**src/inc/t16_defs.vh**
```
// constants for the 16-bit timer with clear-on-compare and fast pwm modes
`ifndef T16_DEFS_VH
`define T16_DEFS_VH

// ----------------------------------------------------------------------
// register offsets (byte registers on an 8-bit port)
// ----------------------------------------------------------------------
`define T16_ADR_MODE 4'h0
`define T16_ADR_ACTION 4'h1
`define T16_ADR_PRESCALE 4'h2
`define T16_ADR_FLAGS 4'h3
`define T16_ADR_COUNT_LO 4'h4
`define T16_ADR_COUNT_HI 4'h5
`define T16_ADR_CMPA_LO 4'h6
`define T16_ADR_CMPA_HI 4'h7
`define T16_ADR_CMPB_LO 4'h8
`define T16_ADR_CMPB_HI 4'h9
`define T16_ADR_TOP_LO 4'ha
`define T16_ADR_TOP_HI 4'hb

// ----------------------------------------------------------------------
// field positions
// ----------------------------------------------------------------------
`define T16_FLAG_OVF 0
`define T16_FLAG_CMPA 1
`define T16_FLAG_CMPB 2
`define T16_FLAG_CAP 3
`define T16_ACT_DIR_A 4
`define T16_ACT_DIR_B 5

// ----------------------------------------------------------------------
// waveform select codes
// ----------------------------------------------------------------------
`define T16_WS_CTC_A 4'h4
`define T16_WS_FAST8 4'h5
`define T16_WS_FAST9 4'h6
`define T16_WS_FAST10 4'h7
`define T16_WS_CTC_TOP 4'hc
`define T16_WS_FAST_TOP 4'he
`define T16_WS_FAST_A 4'hf

// ----------------------------------------------------------------------
// counts and reset values
// ----------------------------------------------------------------------
`define T16_MAX 16'hffff
`define T16_TOP8 16'h00ff
`define T16_TOP9 16'h01ff
`define T16_TOP10 16'h03ff
`define T16_ZERO 16'h0000
`define T16_TOP_RESET 16'h0000
`define T16_DIV8 10'h007
`define T16_DIV64 10'h03f
`define T16_DIV256 10'h0ff
`define T16_DIV1024 10'h3ff

`endif

```
**src/t16_timer.v**
```verilog
// 16-bit timer/counter with clear-on-compare and fast pwm waveform modes
//
// The plain strobed port and the placing of the registers were decided locally.
`timescale 1ns/1ps
`include "t16_defs.vh"

// How it works
// - clear-on-compare resets count at match with compare a (4) or top register (12).
// - clear-on-compare sets compare a or capture flag when count reaches top.
// - clear-on-compare top unbuffered; top below count means wrap through 0xffff first.
// - action 1 in clear-on-compare toggles output a each match; pin needs direction out.
// - toggled output frequency is clock over 2*N*(1+top).
// - clear-on-compare sets overflow flag only when count passes 0xffff to zero.
// - selects 5,6,7,14,15 count single slope from zero to top then restart.
// - fast pwm top is 0xff, 0x1ff, 0x3ff, top register or compare a.
// - fast pwm non-inverting sets on match, clears at wrap; inverting the opposite.
// - action 2 is non-inverted pwm, 3 inverted; pin shows it only when output.
// - fast pwm sets overflow at top, plus compare a or capture flag when variable.
// - fixed top modes zero compare bits above resolution on compare writes.
// - top register acts at once; set below count, counter runs to 0xffff first.
// - fast pwm compare a writes go to a buffer, copied in at top.
// - fast pwm period is N*(1+top) clock cycles.
// - compare 0 gives a one-cycle spike; compare equal top gives constant level.
// - select 15 with action 1 toggles output a for a square wave.
// - a channel flag sets on each unblocked timer tick where count equals its active compare value.
// - a count write suppresses every compare match in the next timer tick.
// - action 0 leaves the output register alone and restores the port function.
// - high byte write fills a temporary latch; low byte write moves both at once.
module t16_timer (
	input wire clock,
	input wire rst,
	input wire [3:0] reg_addr,
	input wire [7:0] reg_wdata,
	input wire reg_write,
	input wire reg_read,
	output reg [7:0] reg_rdata,
	input wire [1:0] port_level,
	output reg [1:0] compare_pin_out,
	output reg [1:0] compare_pin_oe_n
);

	// ------------------------------------------------------------------
	// state
	// ------------------------------------------------------------------
	reg [3:0] waveform_select_q;
	reg [5:0] action_q;
	reg [2:0] prescale_q;
	reg [3:0] flags_q;
	reg [3:0] flags_d;
	reg [15:0] timer_count_q;
	reg [15:0] timer_count_d;
	reg [15:0] compare_value_q [0:1];
	reg [15:0] compare_buf_q [0:1];
	reg [15:0] capture_top_value_q;
	reg [7:0] temp_q;
	reg [9:0] pre_cnt_q;
	reg blocked_q;
	reg [1:0] compare_output_q;
	reg [15:0] top;
	reg ctc;
	reg fast;
	reg fixed_top;
	reg tick;
	reg [9:0] div;
	wire at_top;
	wire count_wr;
	wire [15:0] wr_word;
	wire [1:0] match;

	assign wr_word = {temp_q, reg_wdata};
	assign count_wr = reg_write && (reg_addr == `T16_ADR_COUNT_LO);
	assign at_top = (timer_count_q == top);

	// ------------------------------------------------------------------
	// mode decode
	// ------------------------------------------------------------------
	always @* begin
		ctc = 1'b0;
		fast = 1'b0;
		fixed_top = 1'b0;
		case (waveform_select_q)
			`T16_WS_CTC_A: begin
				top = compare_value_q[0];
				ctc = 1'b1;
			end
			`T16_WS_CTC_TOP: begin
				top = capture_top_value_q;
				ctc = 1'b1;
			end
			`T16_WS_FAST8: begin
				top = `T16_TOP8;
				fast = 1'b1;
				fixed_top = 1'b1;
			end
			`T16_WS_FAST9: begin
				top = `T16_TOP9;
				fast = 1'b1;
				fixed_top = 1'b1;
			end
			`T16_WS_FAST10: begin
				top = `T16_TOP10;
				fast = 1'b1;
				fixed_top = 1'b1;
			end
			`T16_WS_FAST_TOP: begin
				top = capture_top_value_q;
				fast = 1'b1;
			end
			`T16_WS_FAST_A: begin
				top = compare_value_q[0];
				fast = 1'b1;
			end
			default: top = `T16_MAX;
		endcase
	end

	// ------------------------------------------------------------------
	// prescaler: select 0 stops, 1..5 divide by 1, 8, 64, 256, 1024
	// ------------------------------------------------------------------
	always @* begin
		case (prescale_q)
			3'h2: div = `T16_DIV8;
			3'h3: div = `T16_DIV64;
			3'h4: div = `T16_DIV256;
			3'h5: div = `T16_DIV1024;
			default: div = 10'h000;
		endcase
		tick = (prescale_q != 3'h0) && (prescale_q < 3'h6) && (pre_cnt_q >= div);
	end

	always @(posedge clock) begin
		if (rst || !tick) begin
			pre_cnt_q <= (rst || prescale_q == 3'h0) ? 10'h000 : pre_cnt_q + 10'h001;
		end else begin
			pre_cnt_q <= 10'h000;
		end
	end

	// ------------------------------------------------------------------
	// counter and flags
	// ------------------------------------------------------------------
	generate
		genvar ch;
		for (ch = 0; ch < 2; ch = ch + 1) begin : g_match
			assign match[ch] = (timer_count_q == compare_value_q[ch]) && !blocked_q;
		end
	endgenerate

	always @* begin
		timer_count_d = timer_count_q;
		flags_d = flags_q;
		if (reg_write && reg_addr == `T16_ADR_FLAGS) begin
			flags_d = flags_q & ~reg_wdata[3:0];
		end
		if (tick) begin
			if ((ctc || fast) && at_top && !blocked_q) begin
				timer_count_d = `T16_ZERO;
			end else begin
				timer_count_d = timer_count_q + 16'h0001;
			end
			if (fast ? (at_top && !blocked_q) : (timer_count_q == `T16_MAX)) begin
				flags_d[`T16_FLAG_OVF] = 1'b1;
			end
			if (match[0]) begin
				flags_d[`T16_FLAG_CMPA] = 1'b1;
			end
			if (match[1]) begin
				flags_d[`T16_FLAG_CMPB] = 1'b1;
			end
			if ((waveform_select_q == `T16_WS_CTC_TOP || waveform_select_q == `T16_WS_FAST_TOP)
				&& at_top && !blocked_q) begin
				flags_d[`T16_FLAG_CAP] = 1'b1;
			end
		end
		if (count_wr) begin
			timer_count_d = wr_word;
		end
	end

	always @(posedge clock) begin
		if (rst) begin
			timer_count_q <= `T16_ZERO;
			flags_q <= 4'h0;
			blocked_q <= 1'b0;
		end else begin
			timer_count_q <= timer_count_d;
			flags_q <= flags_d;
			if (count_wr) begin
				blocked_q <= 1'b1;
			end else if (tick) begin
				blocked_q <= 1'b0;
			end
		end
	end

	// ------------------------------------------------------------------
	// compare channels: buffer, active value, waveform register, pin
	// ------------------------------------------------------------------
	generate
		for (ch = 0; ch < 2; ch = ch + 1) begin : g_chan
			wire wr_lo;
			wire [1:0] act;
			wire [15:0] masked;
			assign wr_lo = reg_write && (reg_addr == `T16_ADR_CMPA_LO + 4'h2 * ch);
			assign act = action_q[2 * ch + 1:2 * ch];
			assign masked = fixed_top ? (wr_word & top) : wr_word;

			always @(posedge clock) begin
				if (rst) begin
					compare_buf_q[ch] <= `T16_ZERO;
					compare_value_q[ch] <= `T16_ZERO;
				end else begin
					if (wr_lo) begin
						compare_buf_q[ch] <= masked;
					end
					if (wr_lo && !fast) begin
						compare_value_q[ch] <= masked;
					end else if (fast && tick && at_top && !blocked_q) begin
						compare_value_q[ch] <= compare_buf_q[ch];
					end
				end
			end

			always @(posedge clock) begin
				if (rst) begin
					compare_output_q[ch] <= 1'b0;
				end else if (tick && act != 2'h0) begin
					if (fast) begin
						if (act == 2'h1) begin
							if (ch == 0 && waveform_select_q == `T16_WS_FAST_A && match[ch]) begin
								compare_output_q[ch] <= ~compare_output_q[ch];
							end
						end else if (match[ch]) begin
							compare_output_q[ch] <= (act == 2'h2);
						end else if (at_top && !blocked_q) begin
							compare_output_q[ch] <= (act == 2'h3);
						end
					end else if (match[ch]) begin
						if (act == 2'h1) begin
							compare_output_q[ch] <= ~compare_output_q[ch];
						end else begin
							compare_output_q[ch] <= (act == 2'h3);
						end
					end
				end
			end

			always @(posedge clock) begin
				if (rst) begin
					compare_pin_out[ch] <= 1'b0;
					compare_pin_oe_n[ch] <= 1'b1;
				end else begin
					compare_pin_out[ch] <= (act != 2'h0) ? compare_output_q[ch] : port_level[ch];
					compare_pin_oe_n[ch] <= ~action_q[`T16_ACT_DIR_A + ch];
				end
			end
		end
	endgenerate

	// ------------------------------------------------------------------
	// register port
	// ------------------------------------------------------------------
	always @(posedge clock) begin
		if (rst) begin
			waveform_select_q <= 4'h0;
			action_q <= 6'h00;
			prescale_q <= 3'h0;
			temp_q <= 8'h00;
			capture_top_value_q <= `T16_TOP_RESET;
		end else if (reg_write) begin
			if (reg_addr == `T16_ADR_MODE) begin
				waveform_select_q <= reg_wdata[3:0];
			end else if (reg_addr == `T16_ADR_ACTION) begin
				action_q <= reg_wdata[5:0];
			end else if (reg_addr == `T16_ADR_PRESCALE) begin
				prescale_q <= reg_wdata[2:0];
			end else if (reg_addr == `T16_ADR_COUNT_HI || reg_addr == `T16_ADR_CMPA_HI
				|| reg_addr == `T16_ADR_CMPB_HI || reg_addr == `T16_ADR_TOP_HI) begin
				temp_q <= reg_wdata;
			end else if (reg_addr == `T16_ADR_TOP_LO) begin
				capture_top_value_q <= wr_word;
			end
		end
	end

	always @(posedge clock) begin
		if (rst || !reg_read) begin
			reg_rdata <= 8'h00;
		end else if (reg_addr == `T16_ADR_MODE) begin
			reg_rdata <= {4'h0, waveform_select_q};
		end else if (reg_addr == `T16_ADR_ACTION) begin
			reg_rdata <= {2'h0, action_q};
		end else if (reg_addr == `T16_ADR_PRESCALE) begin
			reg_rdata <= {5'h00, prescale_q};
		end else if (reg_addr == `T16_ADR_FLAGS) begin
			reg_rdata <= {2'h0, compare_output_q, flags_q};
		end else if (reg_addr == `T16_ADR_COUNT_LO) begin
			reg_rdata <= timer_count_q[7:0];
		end else if (reg_addr == `T16_ADR_COUNT_HI) begin
			reg_rdata <= timer_count_q[15:8];
		end else if (reg_addr == `T16_ADR_CMPA_LO) begin
			reg_rdata <= compare_buf_q[0][7:0];
		end else if (reg_addr == `T16_ADR_CMPA_HI) begin
			reg_rdata <= compare_buf_q[0][15:8];
		end else if (reg_addr == `T16_ADR_CMPB_LO) begin
			reg_rdata <= compare_buf_q[1][7:0];
		end else if (reg_addr == `T16_ADR_CMPB_HI) begin
			reg_rdata <= compare_buf_q[1][15:8];
		end else if (reg_addr == `T16_ADR_TOP_LO) begin
			reg_rdata <= capture_top_value_q[7:0];
		end else if (reg_addr == `T16_ADR_TOP_HI) begin
			reg_rdata <= capture_top_value_q[15:8];
		end else begin
			reg_rdata <= 8'h00;
		end
	end

endmodule

```
**config.mk**
```make
export PLATFORM = sky130hd
export DESIGN_NAME = t16_timer
export DESIGN_NICKNAME = d
export VERILOG_FILES = /design/src/t16_timer.v
export VERILOG_INCLUDE_DIRS = /design/src /design/src/inc
export SDC_FILE = /design/constraint.sdc
export NUM_CORES = 1
export LEC_CHECK = 0
export BUFFER_PORTS_ARGS = -buffer_cell sky130_fd_sc_hd__buf_4
export CAP_MARGIN = 20
export CORE_ASPECT_RATIO = 0.9
export CORE_UTILIZATION = 63
export CTS_CLUSTER_SIZE = 24
export DETAILED_ROUTE_END_ITERATION = 10
export GPL_ROUTABILITY_DRIVEN = 0
export GPL_TIMING_DRIVEN = 0
export PLACE_DENSITY = 0.81
export SYNTH_ARGS = -nofsm -noshare
export SYNTH_HDL_FRONTEND = slang
export SYNTH_SLANG_ARGS = --single-unit
```
**constraint.sdc**
```tcl
create_clock -name clock -period 4 [get_ports clock]
set_input_delay 0.8 -clock clock [delete_from_list [all_inputs] [get_ports clock]]
set_output_delay 0.8 -clock clock [all_outputs]
set_load 0.01 [all_outputs]
```
==> key figures <==
Drt
  • DRC: 0
  • Post-detailed-route count of antenna-violating nets: 0
  • DR vias: 7,910
  • Avg WL per Cell: 23.84 um
  • Detailed-route wire length: 27,610 um
  • Via density: 6.831
  • Initial drt markers: 1,263
  • DR pass1 iterations: 6

Timing
  • Slew headroom: 24.71%
  • Layout Skew: roughly 7.5 ps
  • Max Freq: 0.2544 GHz
  • Slew Viols, Final: 0
  • Least-Margin Pin Slew: 1129 ps
  • Worst hold slack: 409.3 ps
  • Unrepaired setup endpoints after global routing: false
  • Final setup fails: 0
  • Fin Setup TNS: 0 ps
  • Period utilisation layout: 98.25%
  • Final Hold Fails: 0
  • Final min period: ~3900 ps

Place
  • Dpl cells: 1,128
  • Detailed placement HPWL: 19,970 um
  • IO Port Bufs: 24

Logic synthesis
  • Syn avg cell area: about 9.0 um^2
  • Ys async rst share: 0%
  • Syn Nets: 969
  • Main synth FF type: dfxtp_1
  • Adder-Cell Fraction of Synth Area: 1.786%
  • Yosys warnings: 0
  • Number of enable flip-flop cells after synthesis: 64
  • Proportion of synthesized area in mux cells: 6.116%
  • Largest family of logic cells by synthesized area: simple AND/OR/NAND/NOR gates
  • Complex-gate fraction of the synthesized area: 17.86%
  • Post-Synth XOR/XNOR Area: 5.208%
  • Syn Inst Count: 939
  • Netlist Area Pre-Place: ~8400 um^2
  • Seq/Total Area, Yosys: a little over two fifths
  • Yosys reg bits: 146
  • Distinct cell type count after synthesis: 69
  • Post-synthesis simple-gate area fraction: 21.67%

Die
  • IO Pins: 30
  • Initial Utilization: 65.52%
  • Site Rows: 39
  • Die Area: between 10,000 and 15,000 um^2
  • Die width: 123.8 um
  • Core Footprint: 12,830 um^2
  • Chip Height: 111.6 um

Critical path
  • Cell count of the worst reg-to-reg path: 9
  • R2R setup slack: 70 ps
  • Critical Path AT: just over 4000 ps
  • Critical path class: reg -> reg
  • Worst EP required: 4220 ps
  • CP endpoint kind: flip-flop
  • CP max FO: 10
  • Critical path launch point type: flip-flop

Hold path
  • Hold WC Path Type: reg -> reg
  • Hold Path Depth: 1

Power
  • Flop pwr share: 47.2%
  • Net load switching power: a little over 0.0009 W
  • Sw frac: 26.50%
  • Peak VDD IR: 0.2751 mV
  • Clock power frac: 41.3%
  • Lkg Pwr: 3.289 nW
  • Pwr Density: approximately 380 nW/um^2
  • Post-layout power: 0.003520 W
  • Power Internal: 0.002587 W
  • Combinational share of power: 11.5%

Global route
  • First-pass GRT wire length: 40,970 um
  • Total Routing Usage GR: 41.37%
  • Initial antenna violation count: 1
  • Vias in the first global route: 6,990
  • GR Overflow Total: 0
  • Largest net degree at the start of global routing: 17

Clock network
  • Number of buffers created by CTS: 17
  • Hold-fix buffers, CTS: 0
  • Max Buffers Root-to-Sink: 2
  • Postcts setup bufs: 0
  • CTS H-tree depth: 4
  • CTS tree: built
  • Worst-Skew Late Latency: approximately 430 ps
  • Root buffer cell: clkbuf_16
  • Sink Count: 146
  • Clock transition at path regs: 60 ps

Flow run
  • Max-Cap Viols: 0

Layout
  • Area Growth Syn to Fin: 11.31%
  • Finished Layout Cells: 1,158
  • Diodes inserted: 0
  • Fillers: 970
  • Nets: 1,011
  • Share of cells above drive strength 1: roughly a tenth

Run status
  • Status: finished, final reports clean
==> layer usage <==
metal	track usage, %	up-vias	part of all wire, %
li1	-	3489	-
met1	57.65	3631	38
met2	56.52	669	41
met3	12.14	119	15
met4	24.34	2	6.1
met5	0	-	0.062
==> cells by family (layout without fill, tap and decap cells) <==
| group | count (synthesis) | after routing |
|---|---|---|
| AND/OR/NAND/NOR | 365 | 365 |
| AO/OA/AOI/OAI | 224 | 224 |
| flip-flops | 146 | 146 |
| buffers and inverters | 100 | 155 |
| XOR/XNOR | 50 | 50 |
| multiplexers | 42 | 42 |
| adder cells (fa/ha/maj) | 12 | 12 |
==> cell usage in the layout, fill, tap and decap left out, drive strengths merged, types with 5 or more instances in the layout <==
cell / synthesis / routed
nand4b: 6 / 6
o2bb2ai: 15 / 15
clkbuf: 53 / 69
nand3: 26 / 26
or3: 5 / 5
nor3: 24 / 24
xnor2: 15 / 15
o211ai: 7 / 7
a32oi: 5 / 5
and2: 23 / 23
and3b: 6 / 6
o21a: 6 / 6
buf: 22 / 47
a21oi: 66 / 66
nand2: 85 / 85
or3b: 5 / 5
a22oi: 7 / 7
o21ai: 46 / 46
o221ai: 8 / 8
a22o: 19 / 19
mux2: 5 / 5
a31oi: 7 / 7
inv: 25 / 26
mux4: 7 / 7
nor2: 111 / 111
clkinv: 0 / 10
dfxtp: 82 / 82
or2: 6 / 6
and3: 5 / 5
xor2: 35 / 35
nor2b: 14 / 14
nand2b: 5 / 5
mux2i: 30 / 30
edfxtp: 64 / 64
ha: 12 / 12
nor4: 21 / 21
a211oi: 17 / 17
or4: 9 / 9
==> cells in the mapped netlist (5+ instances only) <==
| library cell | number | area [um^2] |
|---|---|---|
| a211oi_1 | 17 | 127.6 |
| a21oi_1 | 66 | 330.3 |
| a22o_1 | 19 | 166.4 |
| a22oi_1 | 7 | 52.55 |
| a31oi_1 | 7 | 43.79 |
| a32oi_1 | 5 | 43.79 |
| and2_1 | 23 | 143.9 |
| and3_1 | 5 | 31.28 |
| and3b_1 | 6 | 52.55 |
| buf_1 | 7 | 26.28 |
| buf_2 | 11 | 55.05 |
| clkbuf_1 | 53 | 198.9 |
| dfxtp_1 | 82 | 1642 |
| edfxtp_1 | 64 | 1922 |
| ha_1 | 12 | 150.1 |
| inv_1 | 25 | 93.84 |
| mux2_2 | 5 | 56.30 |
| mux2i_1 | 30 | 300.3 |
| mux4_2 | 7 | 157.7 |
| nand2_1 | 85 | 319.1 |
| nand2b_1 | 5 | 31.28 |
| nand3_1 | 26 | 130.1 |
| nand4b_1 | 6 | 52.55 |
| nor2_1 | 111 | 416.7 |
| nor2b_1 | 14 | 87.58 |
| nor3_1 | 24 | 120.1 |
| nor4_1 | 21 | 131.4 |
| o21a_1 | 6 | 45.04 |
| o21ai_0 | 40 | 200.2 |
| o21ai_1 | 6 | 30.03 |
| o221ai_1 | 8 | 70.07 |
| o2bb2ai_1 | 15 | 131.4 |
| or2_2 | 5 | 31.28 |
| or4_1 | 8 | 60.06 |
| xnor2_1 | 15 | 131.4 |
| xor2_1 | 35 | 306.5 |
==> per-stage QoR <==
step / worst slack, ps / cell area (um^2) / util, %
floorplan: 628.4 / 8408 / -
global placement: -24.80 / 8793 / 68.52
detailed placement: -1.812 / 8805 / 68.61
CTS: -50.46 / 9330 / 72.70
global route: 47.84 / 9359 / 72.93
finish: 69.94 / 9359 / 72.93
==> worst paths after layout <==
| path | start | endpoint |
|---|---|---|
| worst max register to register | waveform_select_q[2] | compare_value_q[0][11] |
| worst min register to register | action_q[4] | compare_pin_oe_n[0] |
| worst min-delay path | action_q[4] | compare_pin_oe_n[0] |
| worst max-delay path | waveform_select_q[2] | compare_value_q[0][11] |
==> registers in the layout, indices dropped and copies added (netlist names), 4 cells and up <==
| name | count |
|---|---|
| compare_buf_q | 32 |
| compare_value_q | 32 |
| capture_top_value_q | 16 |
| timer_count_q | 16 |
| pre_cnt_q | 10 |
| reg_rdata | 8 |
| temp_q | 8 |
| action_q | 6 |
| flags_q | 4 |
| waveform_select_q | 4 |
==> critical path, stage by stage, from the launching register on <==
cell	delay, ps
dfxtp_1	370
clkbuf_1	440
buf_1	490
o21ai_1	510
a211oi_1	340
nor4b_1	610
and2_1	300
clkbuf_1	170
buf_2	270
o2bb2ai_1	220
==> power groups by stage <==
stage	Sequential (W)	Clock (W)	Combinational, W
after CTS	0.00166	0.00144	0.000387
after floorplan	0.00167	0	0.000261
after global routing	0.00166	0.00150	0.000428
final	0.00166	0.00145	0.000405
after global placement	0.00169	0	0.000378
after detailed placement	0.00169	0	0.000385
==> final cells by class <==
type                    count  area, um^2  area share [%]
multi-input cells         693        4459           47.65
flip-flops and latches    146        3563           38.07
clock buffers              18       429.2           4.586
plain buffers              73       320.3           3.422
well taps                 164       205.2           2.193
repair buffers             25       191.4           2.045
clock inverters            14       96.34           1.029
inverters                  25       93.84           1.003
==> what timing repair did <==
action	CTS	global route
endpoints found under the hold margin	0	0
resized for setup	0	10
setup endpoints to repair	32	60
No activity file was read; power rests on OpenSTA's default activity.
